File: src/hdl/csrs_consts.svh
// Constants for the clock select and reset status block.
// Assumes a 32-bit byte address bus and a 20 MHz register clock.
`ifndef CSRS_CONSTS_SVH
`define CSRS_CONSTS_SVH

// ----------------------------------------------------------------------
// Register byte addresses
// ----------------------------------------------------------------------
`define CSRS_ADDR_RC_TRIM      32'h4004_8028
`define CSRS_ADDR_RST_CAUSE    32'h4004_8030
`define CSRS_ADDR_PLL_SEL      32'h4004_8040
`define CSRS_ADDR_PLL_UPD      32'h4004_8044
`define CSRS_ADDR_MAIN_SEL     32'h4004_8070
`define CSRS_ADDR_MAIN_UPD     32'h4004_8074
`define CSRS_ADDR_SYS_DIV      32'h4004_8078
`define CSRS_ADDR_IRQ_STAT     32'h4004_8100
`define CSRS_ADDR_IRQ_MASK     32'h4004_8104

// ----------------------------------------------------------------------
// Reset values
// ----------------------------------------------------------------------
`define CSRS_RST_TRIM          8'h80
`define CSRS_RST_DIV           8'h01
`define CSRS_RST_SEL           2'h0

// ----------------------------------------------------------------------
// Field positions
// ----------------------------------------------------------------------
`define CSRS_BIT_POR           0
`define CSRS_BIT_PIN           1
`define CSRS_BIT_WDT           2
`define CSRS_BIT_BOD           3
`define CSRS_BIT_SWR           4
`define CSRS_BIT_UPD           0
`define CSRS_BIT_EV_PLL        0
`define CSRS_BIT_EV_MAIN       1

`endif

File: src/hdl/csrs_pkg.sv
// Types for the clock select and reset status block.
// Assumes csrs_consts.svh is on the include path.
package csrs_pkg;

    // ------------------------------------------------------------------
    // Register port request
    // ------------------------------------------------------------------
    typedef struct packed {
        logic [31:0] addr;   // Byte address
        logic [31:0] wdata;  // Write data
        logic        we;     // Write strobe
        logic        re;     // Read strobe
    } csrs_req_t;

    // Source switch state
    typedef enum logic {
        CSRS_SW_IDLE = 1'b0,
        CSRS_SW_WAIT = 1'b1
    } csrs_sw_t;

    // Main clock source codes
    typedef enum logic [1:0] {
        CSRS_MAIN_RC     = 2'h0,
        CSRS_MAIN_PLLIN  = 2'h1,
        CSRS_MAIN_WDOSC  = 2'h2,
        CSRS_MAIN_PLLOUT = 2'h3
    } csrs_main_src_t;

endpackage : csrs_pkg

File: src/hdl/csrs_top.sv
// Clock source selection, system clock divider and reset cause status.
// Assumes oscillator and reset inputs are asynchronous levels sampled on
// mclk_i; source clocks must be well below half the mclk_i rate.
//
// Summary of operation
// Trim field 8 bits, resets to 0x80
// Bits 0,1 flag power-on and pin reset
// Bits 2,3,4 flag watchdog, brownout, software reset
// Write one clears a flag, zero keeps
// Power-on reset clears all other flags
// Source still asserted after power-on sets flag
// Only power-on reset zeroes the flags
// PLL input: 0 RC, 1 crystal, 3 pin
// PLL selection applies on update zero-to-one
// Main: RC, PLL input, watchdog osc, PLL out
// Main selection applies on update zero-to-one
// System clock is main divided by 1..255
// Divisor zero stops the system clock
// Software programs watchdog osc before selecting it
// Source switching is free of runt pulses
`timescale 1ns/1ps
`include "csrs_consts.svh"

module csrs_top
    import csrs_pkg::*;
#(
    parameter int unsigned DIV_W = 8  // System divider width
) (
    input  wire logic              mclk_i,          // Register clock
    input  wire logic              rst_n_i,         // Power-on reset
    input  wire csrs_req_t         reg_req_i,       // Register request
    output logic [31:0]            reg_rdata_o,     // Read data, next cycle
    input  wire logic              rc_clk_i,        // RC oscillator level
    input  wire logic              xtal_clk_i,      // Crystal oscillator level
    input  wire logic              ext_clk_pin_i,   // External clock pin
    input  wire logic              wdosc_clk_i,     // Watchdog oscillator
    input  wire logic              pll_out_clk_i,   // PLL output
    input  wire logic              pin_reset_i,     // Pin reset level
    input  wire logic              wdt_reset_i,     // Watchdog reset level
    input  wire logic              bod_reset_i,     // Brownout reset level
    input  wire logic              sw_reset_i,      // Software reset level
    output logic [7:0]             rc_trim_o,       // Oscillator trim
    output logic                   pll_in_clk_o,    // PLL input clock
    output logic                   main_clk_o,      // Main clock
    output logic                   sys_clk_o,       // System clock
    output logic                   irq_o            // Interrupt level
);

    // ------------------------------------------------------------------
    // Functions
    // ------------------------------------------------------------------

    // Pick one of four source levels
    function automatic logic pick4(input logic [3:0] lv, input logic [1:0] sel);
        pick4 = lv[sel];
    endfunction : pick4

    // Write to one address
    function automatic logic wr_hit(input csrs_req_t rq, input logic [31:0] a);
        wr_hit = rq.we && (rq.addr == a);
    endfunction : wr_hit

    // ------------------------------------------------------------------
    // Input synchronisers
    // ------------------------------------------------------------------
    logic [8:0] sync1_q;   // First stage, read only by second
    logic [8:0] sync2_q;   // Second stage
    logic [8:0] raw_in;    // Raw asynchronous levels

    assign raw_in = {sw_reset_i, bod_reset_i, wdt_reset_i, pin_reset_i, pll_out_clk_i,
                     wdosc_clk_i, ext_clk_pin_i, xtal_clk_i, rc_clk_i};

    // Two flops before any use
    always_ff @(posedge mclk_i) begin
        if (!rst_n_i) begin
            sync1_q <= 9'h000;
            sync2_q <= 9'h000;
        end else begin
            sync1_q <= raw_in;
            sync2_q <= sync1_q;
        end
    end

    logic       rc_s;     // Synchronised RC level
    logic [3:0] rst_src;  // Pin, watchdog, brownout, software
    assign rc_s    = sync2_q[0];
    assign rst_src = sync2_q[8:5];

    // ------------------------------------------------------------------
    // Register storage
    // ------------------------------------------------------------------
    logic [7:0]       trim_q;      // Trim value
    logic [4:0]       cause_q;     // Reset cause flags
    logic             por_pend_q;  // Power-on seen, flag pending
    logic [1:0]       pll_sel_q;   // Requested PLL source
    logic [1:0]       main_sel_q;  // Requested main source
    logic             pll_upd_q;   // PLL update bit
    logic             main_upd_q;  // Main update bit
    logic [DIV_W-1:0] div_q;       // System divider
    logic [1:0]       ev_q;        // Switch event status
    logic [1:0]       mask_q;      // Event mask

    logic pll_go;   // PLL update written zero to one
    logic main_go;  // Main update written zero to one

    // Update strobe edge: a one written while the bit holds zero
    assign pll_go  = wr_hit(reg_req_i, `CSRS_ADDR_PLL_UPD) && reg_req_i.wdata[`CSRS_BIT_UPD]
                     && !pll_upd_q;
    assign main_go = wr_hit(reg_req_i, `CSRS_ADDR_MAIN_UPD) && reg_req_i.wdata[`CSRS_BIT_UPD]
                     && !main_upd_q;

    // Plain read/write registers
    always_ff @(posedge mclk_i) begin
        if (!rst_n_i) begin
            trim_q     <= `CSRS_RST_TRIM;
            pll_sel_q  <= `CSRS_RST_SEL;
            main_sel_q <= `CSRS_RST_SEL;
            pll_upd_q  <= 1'b0;
            main_upd_q <= 1'b0;
            div_q      <= DIV_W'(`CSRS_RST_DIV);
            mask_q     <= 2'b00;
        end else begin
            if (wr_hit(reg_req_i, `CSRS_ADDR_RC_TRIM))
                trim_q <= reg_req_i.wdata[7:0];
            if (wr_hit(reg_req_i, `CSRS_ADDR_PLL_SEL))
                pll_sel_q <= reg_req_i.wdata[1:0];
            if (wr_hit(reg_req_i, `CSRS_ADDR_MAIN_SEL))
                main_sel_q <= reg_req_i.wdata[1:0];
            if (wr_hit(reg_req_i, `CSRS_ADDR_PLL_UPD))
                pll_upd_q <= reg_req_i.wdata[`CSRS_BIT_UPD];
            if (wr_hit(reg_req_i, `CSRS_ADDR_MAIN_UPD))
                main_upd_q <= reg_req_i.wdata[`CSRS_BIT_UPD];
            if (wr_hit(reg_req_i, `CSRS_ADDR_SYS_DIV))
                div_q <= reg_req_i.wdata[DIV_W-1:0];
            if (wr_hit(reg_req_i, `CSRS_ADDR_IRQ_MASK))
                mask_q <= reg_req_i.wdata[1:0];
        end
    end

    // ------------------------------------------------------------------
    // Reset cause flags
    // ------------------------------------------------------------------

    // Only power-on reset zeroes; detection wins over a clearing write
    always_ff @(posedge mclk_i) begin
        if (!rst_n_i) begin
            cause_q    <= 5'h00;
            por_pend_q <= 1'b1;
        end else begin
            por_pend_q <= 1'b0;
            if (wr_hit(reg_req_i, `CSRS_ADDR_RST_CAUSE))
                cause_q <= cause_q & ~reg_req_i.wdata[4:0];
            // Sources still held after power-on release keep setting
            if (por_pend_q)
                cause_q[`CSRS_BIT_POR] <= 1'b1;
            if (rst_src[0])
                cause_q[`CSRS_BIT_PIN] <= 1'b1;
            if (rst_src[1])
                cause_q[`CSRS_BIT_WDT] <= 1'b1;
            if (rst_src[2])
                cause_q[`CSRS_BIT_BOD] <= 1'b1;
            if (rst_src[3])
                cause_q[`CSRS_BIT_SWR] <= 1'b1;
        end
    end

    // ------------------------------------------------------------------
    // PLL input switch
    // ------------------------------------------------------------------
    csrs_sw_t   pll_sw_q;   // Switch state
    logic [1:0] pll_tgt_q;  // Selection latched at update
    logic [1:0] pll_act_q;  // Source in use
    logic       pll_clk_q;  // Output level
    logic [3:0] pll_lv;     // Source levels; reserved code reads low
    logic       pll_done;   // Switch completes now

    assign pll_lv   = {sync2_q[2], 1'b0, sync2_q[1], rc_s};
    assign pll_done = (pll_sw_q == CSRS_SW_WAIT) && !pll_clk_q && !pick4(pll_lv, pll_tgt_q);

    // Move only while old output and new source are both low
    always_ff @(posedge mclk_i) begin
        if (!rst_n_i) begin
            pll_sw_q  <= CSRS_SW_IDLE;
            pll_tgt_q <= `CSRS_RST_SEL;
            pll_act_q <= `CSRS_RST_SEL;
        end else begin
            unique case (pll_sw_q)
                CSRS_SW_IDLE: begin
                    if (pll_go) begin
                        pll_tgt_q <= pll_sel_q;
                        pll_sw_q  <= CSRS_SW_WAIT;
                    end
                end
                CSRS_SW_WAIT: begin
                    if (pll_go)
                        pll_tgt_q <= pll_sel_q;
                    else if (pll_done) begin
                        pll_act_q <= pll_tgt_q;
                        pll_sw_q  <= CSRS_SW_IDLE;
                    end
                end
            endcase
        end
    end

    // Output follows the active source
    always_ff @(posedge mclk_i) begin
        if (!rst_n_i)
            pll_clk_q <= 1'b0;
        else
            pll_clk_q <= pick4(pll_lv, pll_done ? pll_tgt_q : pll_act_q);
    end

    // ------------------------------------------------------------------
    // Main clock switch
    // ------------------------------------------------------------------
    csrs_sw_t   main_sw_q;   // Switch state
    logic [1:0] main_tgt_q;  // Selection latched at update
    logic [1:0] main_act_q;  // Source in use
    logic       main_clk_q;  // Output level
    logic       main_prev_q; // Previous output level
    logic [3:0] main_lv;     // Source levels
    logic       main_done;   // Switch completes now

    assign main_lv   = {sync2_q[4], sync2_q[3], pll_clk_q, rc_s};
    assign main_done = (main_sw_q == CSRS_SW_WAIT) && !main_clk_q && !pick4(main_lv, main_tgt_q);

    // Same guarded switch as the PLL input
    always_ff @(posedge mclk_i) begin
        if (!rst_n_i) begin
            main_sw_q  <= CSRS_SW_IDLE;
            main_tgt_q <= `CSRS_RST_SEL;
            main_act_q <= `CSRS_RST_SEL;
        end else begin
            unique case (main_sw_q)
                CSRS_SW_IDLE: begin
                    if (main_go) begin
                        main_tgt_q <= main_sel_q;
                        main_sw_q  <= CSRS_SW_WAIT;
                    end
                end
                CSRS_SW_WAIT: begin
                    if (main_go)
                        main_tgt_q <= main_sel_q;
                    else if (main_done) begin
                        main_act_q <= main_tgt_q;
                        main_sw_q  <= CSRS_SW_IDLE;
                    end
                end
            endcase
        end
    end

    // Main output and edge history
    always_ff @(posedge mclk_i) begin
        if (!rst_n_i) begin
            main_clk_q  <= 1'b0;
            main_prev_q <= 1'b0;
        end else begin
            main_clk_q  <= pick4(main_lv, main_done ? main_tgt_q : main_act_q);
            main_prev_q <= main_clk_q;
        end
    end

    // ------------------------------------------------------------------
    // System clock divider
    // ------------------------------------------------------------------
    logic [DIV_W-1:0] cnt_q;  // Main period index
    logic [DIV_W:0]   cnt_nx; // Next index, one bit wider

    assign cnt_nx = {1'b0, cnt_q} + {{DIV_W{1'b0}}, 1'b1};

    // Advance on main falling edge so the high phase never shifts
    always_ff @(posedge mclk_i) begin
        if (!rst_n_i)
            cnt_q <= '0;
        else if (div_q == '0)
            cnt_q <= '0;
        else if (main_prev_q && !main_clk_q)
            cnt_q <= (cnt_nx >= {1'b0, div_q}) ? '0 : cnt_nx[DIV_W-1:0];
    end

    logic sys_clk_q;  // System clock level

    // One main high phase out of every divisor periods
    always_ff @(posedge mclk_i) begin
        if (!rst_n_i)
            sys_clk_q <= 1'b0;
        else
            sys_clk_q <= (div_q != '0) && main_clk_q && (cnt_q == '0);
    end

    // ------------------------------------------------------------------
    // Interrupts: switch-complete events
    // ------------------------------------------------------------------

    // Completion sets, write one clears, set wins
    always_ff @(posedge mclk_i) begin
        if (!rst_n_i)
            ev_q <= 2'b00;
        else
            ev_q <= (ev_q & ~(wr_hit(reg_req_i, `CSRS_ADDR_IRQ_STAT) ? reg_req_i.wdata[1:0] : 2'b00))
                    | {main_done && !main_go, pll_done && !pll_go};
    end

    logic irq_q;  // Interrupt level

    // Any unmasked event raises the line
    always_ff @(posedge mclk_i) begin
        if (!rst_n_i)
            irq_q <= 1'b0;
        else
            irq_q <= |(ev_q & mask_q);
    end

    // ------------------------------------------------------------------
    // Read port
    // ------------------------------------------------------------------
    logic [31:0] rdata_q;  // Read data, valid one cycle
    logic [31:0] rd_mux;   // Selected register

    // Unmapped addresses read zero
    always_comb begin
        unique case (reg_req_i.addr)
            `CSRS_ADDR_RC_TRIM:   rd_mux = {24'h00_0000, trim_q};
            `CSRS_ADDR_RST_CAUSE: rd_mux = {27'h000_0000, cause_q};
            `CSRS_ADDR_PLL_SEL:   rd_mux = {30'h0000_0000, pll_sel_q};
            `CSRS_ADDR_PLL_UPD:   rd_mux = {31'h0000_0000, pll_upd_q};
            `CSRS_ADDR_MAIN_SEL:  rd_mux = {30'h0000_0000, main_sel_q};
            `CSRS_ADDR_MAIN_UPD:  rd_mux = {31'h0000_0000, main_upd_q};
            `CSRS_ADDR_SYS_DIV:   rd_mux = 32'(div_q);
            `CSRS_ADDR_IRQ_STAT:  rd_mux = {30'h0000_0000, ev_q};
            `CSRS_ADDR_IRQ_MASK:  rd_mux = {30'h0000_0000, mask_q};
            default:              rd_mux = 32'h0000_0000;
        endcase
    end

    // Data stand only in the cycle after the strobe
    always_ff @(posedge mclk_i) begin
        if (!rst_n_i)
            rdata_q <= 32'h0000_0000;
        else
            rdata_q <= reg_req_i.re ? rd_mux : 32'h0000_0000;
    end

    assign reg_rdata_o  = rdata_q;
    assign rc_trim_o    = trim_q;
    assign pll_in_clk_o = pll_clk_q;
    assign main_clk_o   = main_clk_q;
    assign sys_clk_o    = sys_clk_q;
    assign irq_o        = irq_q;
endmodule : csrs_top

File: config.mk
export PLATFORM = sky130hd
export DESIGN_NAME = csrs_top
export DESIGN_NICKNAME = d
export VERILOG_FILES = /design/src/hdl/csrs_pkg.sv /design/src/hdl/csrs_top.sv
export VERILOG_INCLUDE_DIRS = /design/src /design/src/hdl
export SDC_FILE = /design/constraint.sdc
export NUM_CORES = 1
export LEC_CHECK = 0
export ABC_CLOCK_PERIOD_IN_PS = 2100
export BUFFER_PORTS_ARGS = -buffer_cell sky130_fd_sc_hd__buf_2
export CORE_ASPECT_RATIO = 1.5
export CORE_MARGIN = 2
export CORE_UTILIZATION = 47
export DETAILED_ROUTE_END_ITERATION = 8
export GPL_ROUTABILITY_DRIVEN = 0
export PLACE_DENSITY = 0.75
export SLEW_MARGIN = 40
export SYNTH_ARGS = -nofsm -noshare
export SYNTH_HDL_FRONTEND = slang
export SYNTH_SLANG_ARGS = --single-unit
File: constraint.sdc
create_clock -name mclk_i -period 2.1 [get_ports mclk_i]
set_input_delay 0.315 -clock mclk_i [delete_from_list [all_inputs] [get_ports mclk_i]]
set_output_delay 0.315 -clock mclk_i [all_outputs]
set_load 0.01 [all_outputs]
== Word-level counts from Yosys, hierarchy flattened ==
Cells that the tools add are included.
Word-level totals
  logic and storage cells: 128
  bits in registers: 105
  output and inout bits: 44
Cells by class
  reductions and logical operators: 43
  $add $sub $neg: 1
  multiplexer cells: 30
  $lt $le $gt $ge: 5
  equal/unequal tests: 9
  bitwise operators: 11
Operator list (number)
  32-bit by 31-bit == test with 1-bit output, second input constant: 9
  8-bit one-hot mux with 9 select lines: 1
  1-bit logical AND: 22
  8-bit logical NOT: 2
  1-bit 2-to-1 mux: 16
  2-bit by 3-bit < comparator with 1-bit output, second input constant: 4
  2-bit 2-to-1 mux: 5
  2-bit nonzero test: 5
  8-bit by 1-bit adder with 9-bit output, second input constant: 1
  9-bit by 8-bit >= comparator with 1-bit output: 1
  1-bit binary-select mux with 2-bit select: 4
  1-bit logical NOT: 8
  8-bit 2-to-1 mux: 1
  8-bit nonzero test: 1
  2-bit AND reduction: 3
  5-bit bitwise AND: 1
  5-bit 2-to-1 mux: 1
  1-bit inverter: 5
  5-bit inverter: 1
  2-bit bitwise AND: 2
  1-bit one-hot mux with 2 select lines: 2
  2-bit OR reduction: 2
  2-bit inverter: 1
  2-bit bitwise OR: 1

== Depth between registers and ports, before layout ==
  depth in word-level cells: 7
  depth in mapped cells: 10

== Worst setup path before layout ==
Ideal clock, no wire load.
  kind: register -> register
  from: register cnt_q[0]
  to: register cnt_q[3]
  setup slack: -0.234 ns
  required time: 2.040 ns
  cell stages (with the launch flop): 11
  data arrival time: 2.274 ns
  setup time: 0.060 ns
  period minus slack after synthesis: 2.334 ns
  cell sequence: dfxtp_1 > ha_1 > nand3_1 > nor2_1 > xor2_1 > ha_1 > nand4_1 > nor2_1 > a211oi_1 > o21a_1 > a22o_1
Between the ends
  longest elaborated chain between the ends: 3
Ends and longest elaborated chain
  start, declared: RTL line csrs_top.sv:268  | logic [DIV_W-1:0] cnt_q;
  start signal, assigned: RTL line csrs_top.sv:280  | cnt_q <= (cnt_nx >= {1'b0, div_q}) ? '0 : cnt_nx[DIV_W-1:0];
  8-bit by 1-bit adder with 9-bit output (*): RTL line csrs_top.sv:271  | assign cnt_nx = {1'b0, cnt_q} + {{DIV_W{1'b0}}, 1'b1};
  9-bit by 8-bit >= comparator with 1-bit output: RTL line csrs_top.sv:280
  8-bit 2-to-1 mux (*): RTL line csrs_top.sv:280
Mark *: on every way between the ends. The rest lies on a longest branch, timed or not.
A chain may end at the register's enable or synchronous reset.

== Final worst setup path ==
  from: register cnt_q[2]
  to: register cnt_q[3]
Same word-level chain as after synthesis.

==> summary.md <==
| Metric | Value |
|---|---|
| Outcome | finished, violations left |
| Failing checks | negative setup slack |
| WP buf/inv | 1 |
| Clock Tree Root | clkbuf_16 |
| Die area | between 9000 and 10,000 µm² |
| Final Power | about 3.2 mW |
| Clk_lat worst skew | 330 ps |
| Slew of the pin with the lowest slew margin | 566 ps |
| Cell Chain, Critical Path | and3_1, nand3_2, xnor2_2, ha_1, o21ai_0, nor2_1, a211oi_2, buf_4, o21a_4, a22o_1 |
| Chip height | 119 µm |
| Initial antenna violation count | 0 |
| CP endpoint kind | flop |
| Mapped Cells | 450 |
| Post-layout minimum cycle time | 2170 ps |
| Worst hold path type | in2reg |
| Yosys warns | 0 |
| Peak VDD IR | approximately 0.00051 V |
| Layout cells sized above 1 | between 20 and 30% |
| Port Buf Inserts | between 70 and 80 |
| Synth cell types | 58 |
| CP peak stage delay | between 300 and 400 ps |
| First-pass GRT wire length | ~15,000 µm |
| Slowest CP cell | dfxtp_4 |
| TritonRoute pass-1 iters | 4 |
| Fillers | approximately 760 |
| Antenna Nets Post-Route | 0 |
| CTS tree | built |
| Final Hold Fails | 0 |
| Post-synthesis sequential area ratio | between 30% and 40% |
| Area of the mapped netlist | slightly above 4000 µm² |
| Top delay family on crit path | compound AO/OA/AOI/OAI gates |
| Hold WS | ~190 ps |
| Worst Path Max Fanout | 6 |
| Cell area after layout | between 5000 and 6000 µm² |
| Fin nets | between 600 and 700 |
| Final Util | about three fifths |
| Die Wd | roughly 80 µm |
| Initial Util | about half |
| CTS buffer count | 9 |
| First-iteration detailed-routing DRC count | around 200 |
| Peak Freq | between 0.4 and 0.5 GHz |
| Synthesis-to-finish area growth | 22.0% |
| Clock buffer depth | 2 |
| Clock-pin slew on the worst setup and hold paths | about 60 ps |
| Largest net degree at the start of global routing | 45 |
| Vias/cell | roughly 5.4 |
| Setup ws final | -65.2 ps |
| Final setup vio count | 4 |
| CP startpoint kind | flop |
| Worst relative slew slack | between 60% and 70% |
| Synthesized area per cell | 9.13 µm² |
| Core Box Area | ~8500 µm² |
| Num Clock Sinks | 81 |
| Total track usage | slightly above 20% |
| Crit Path Class | reg2reg |
| # IOs | ~120 |
| Synthesis-stage register bit count | 81 |
| Final wirelength | 9390 µm |
| Max-slew violation count | 0 |
| Grt ovf | 0 |
| Wire length per cell | around 14 µm |
| CP required | 2320 ps |
| Top FF cell, synth | dfxtp_1 |
| Fin crit share | 103% |
| Leak Pwr | around 2.1 nW |
| Skew final | 7.48 ps |
| Residual DRC count | 0 |
| DP HPWL | ~7000 µm |
| Max cap viols | 0 |
| Inserted Diodes | 0 |
| Cell Pwr Density | approximately 640 nW/µm² |
| RSZ-0062 raised after global routing | true |
| Area after DPL | between 4000 and 5000 µm² |
| Vias in the first global route | between 3,000 and 4,000 |
| H-tree levels | 3 |
| Row Count | 41 |
| Async SR Flop Fraction | 0% |
| Data arrival time of the worst path | about 2400 ps |
| EDFF count, synth | 0 |
| Hold Buf Count CTS | 0 |
| Via count | around 3,600 |
[metrics by stage]
stage | std cells | TNS, ps | setup WS (ps)
2_1_floorplan | 473 | 0 | 14.7
3_3_place_gp | 637 | -136 | -34.1
3_5_place_dp | 637 | -940 | -150
4_1_cts | 657 | -111 | -22.6
5_1_grt | 658 | -985 | -147
6_report | 658 | -201 | -65.2
[kinds of logic after synthesis]
group	after synthesis	synth area share (%)
adders and majority gates	10	3.04
muxes	38	9.59
DFF	81	39.5
buffers and inverters	66	9.04
AOI/OAI and AO/OA	79	13.6
xor gates and xnor gates	6	1.28
and+or+nand+nor	169	23.9
other	1	0.0912
[cell usage after synthesis (all sizes together) (3+ instances only)]
library cell / instances / share of area [%]
nor2b: 5 / 0.76
o21a: 7 / 1.3
a22o: 7 / 1.5
nor2: 30 / 2.7
o211ai: 8 / 1.5
nand3: 11 / 1.3
xor2: 3 / 0.64
and2: 23 / 3.5
a31oi: 8 / 1.2
buf: 29 / 5.7
or4: 3 / 0.64
nor3: 10 / 1.2
inv: 22 / 2.0
nor4: 9 / 3.1
a21oi: 6 / 0.73
o21ai: 13 / 1.6
clkbuf: 14 / 1.3
nor4b: 5 / 1.7
dfxtp: 81 / 39
xnor2: 3 / 0.64
a22oi: 8 / 1.5
mux2i: 36 / 8.8
and3: 3 / 0.46
a211oi: 5 / 0.91
nand4: 9 / 1.5
ha: 10 / 3.0
nand2b: 5 / 0.76
nand2: 48 / 4.5
[what timing repair did]
| action | 4_1_cts | 5_1_grt |
|---|---|---|
| pin swaps | 5 | 5 |
| resized for setup | 10 | 6 |
| setup endpoints to repair | 8 | 8 |
| endpoints found under the hold margin | 0 | 0 |
| setup buffers | 4 | 1 |
[final timing paths]
check	start	end	slack, ps	cells past startpoint
worst max-delay path	cnt_q[2]	cnt_q[3]	-70	10
worst min-delay path	xtal_clk_i	sync1_q[1]	190	2
worst max register to register	cnt_q[2]	cnt_q[3]	-70	10
worst min register to register	sync1_q[5]	sync2_q[5]	430	1
[flip-flops by register name, summed over array words and instances, names as in the netlist, 5 cells and up]
signal       count
sync1_q          9
div_q            8
reg_rdata_o      8
sync2_q          9
cause_q          5
rc_trim_o        8
cnt_q            8
[power by group]
group          total (mW)  switching, mW  internal (mW)
Clock                1.44          0.631          0.810
Combinational       0.196          0.118         0.0784
Sequential           1.57         0.0106           1.56
[final cells by class]
type                            instances  area, µm²  area share [%]
Inverter                               23       86.3            1.72
Clock inverter                          7       53.8            1.07
Tap cell                              107        134            2.67
Clock buffer                            9        225            4.49
Timing Repair Buffer                  105        608            12.1
Multi-Input combinational cell        326       2270            45.3
Sequential cell                        81       1630            32.6
[layout by cell type (no fill, tap or decap), types with 3 or more instances in the layout]
master      netlist  routed
a211oi_1          5       4
a21oi_1           6       6
a22o_1            7       7
a22oi_1           8       8
a31oi_1           8       8
and2_1           23      23
and3_1            3       3
buf_2             0      72
buf_4            25      33
clkbuf_16         0       9
clkinvlp_4        0       3
conb_1            1      24
dfxtp_1          81      77
dfxtp_4           0       3
ha_1             10       8
inv_1            22      22
inv_6             0       3
mux2i_1          36      36
nand2_1          46      46
nand2b_1          5       5
nand3_1          11       9
nand4_1           8       8
nor2_1           30      29
nor2b_1           5       5
nor3_1           10      10
nor4_1            3       3
nor4_4            4       4
nor4b_2           4       4
o211ai_1          8       8
o21a_1            7       6
o21ai_0          12       9
o21ai_1           1       4
xor2_1            3       3
[worst register-to-register path, stage by stage, from the launching register on]
cell and delay (ps):
dfxtp_4 370, and3_1 230, nand3_2 110, xnor2_2 160, ha_1 290, o21ai_0 90, nor2_1 160, a211oi_2 50
buf_4 160, o21a_4 210, a22o_1 230
[metal layers]
layer / part of all wire (%) / vias up / GRT usage [%] / wire length [µm]
met5: 0 / - / 0 / 0
met4: 2.1 / 0 / 8.69 / 195
met3: 3.9 / 14 / 3.59 / 364
met2: 56 / 90 / 37.9 / 5220
met1: 38 / 1716 / 21.6 / 3610
li1: - / 1756 / - / -
No activity file was read; power rests on OpenSTA's default activity.
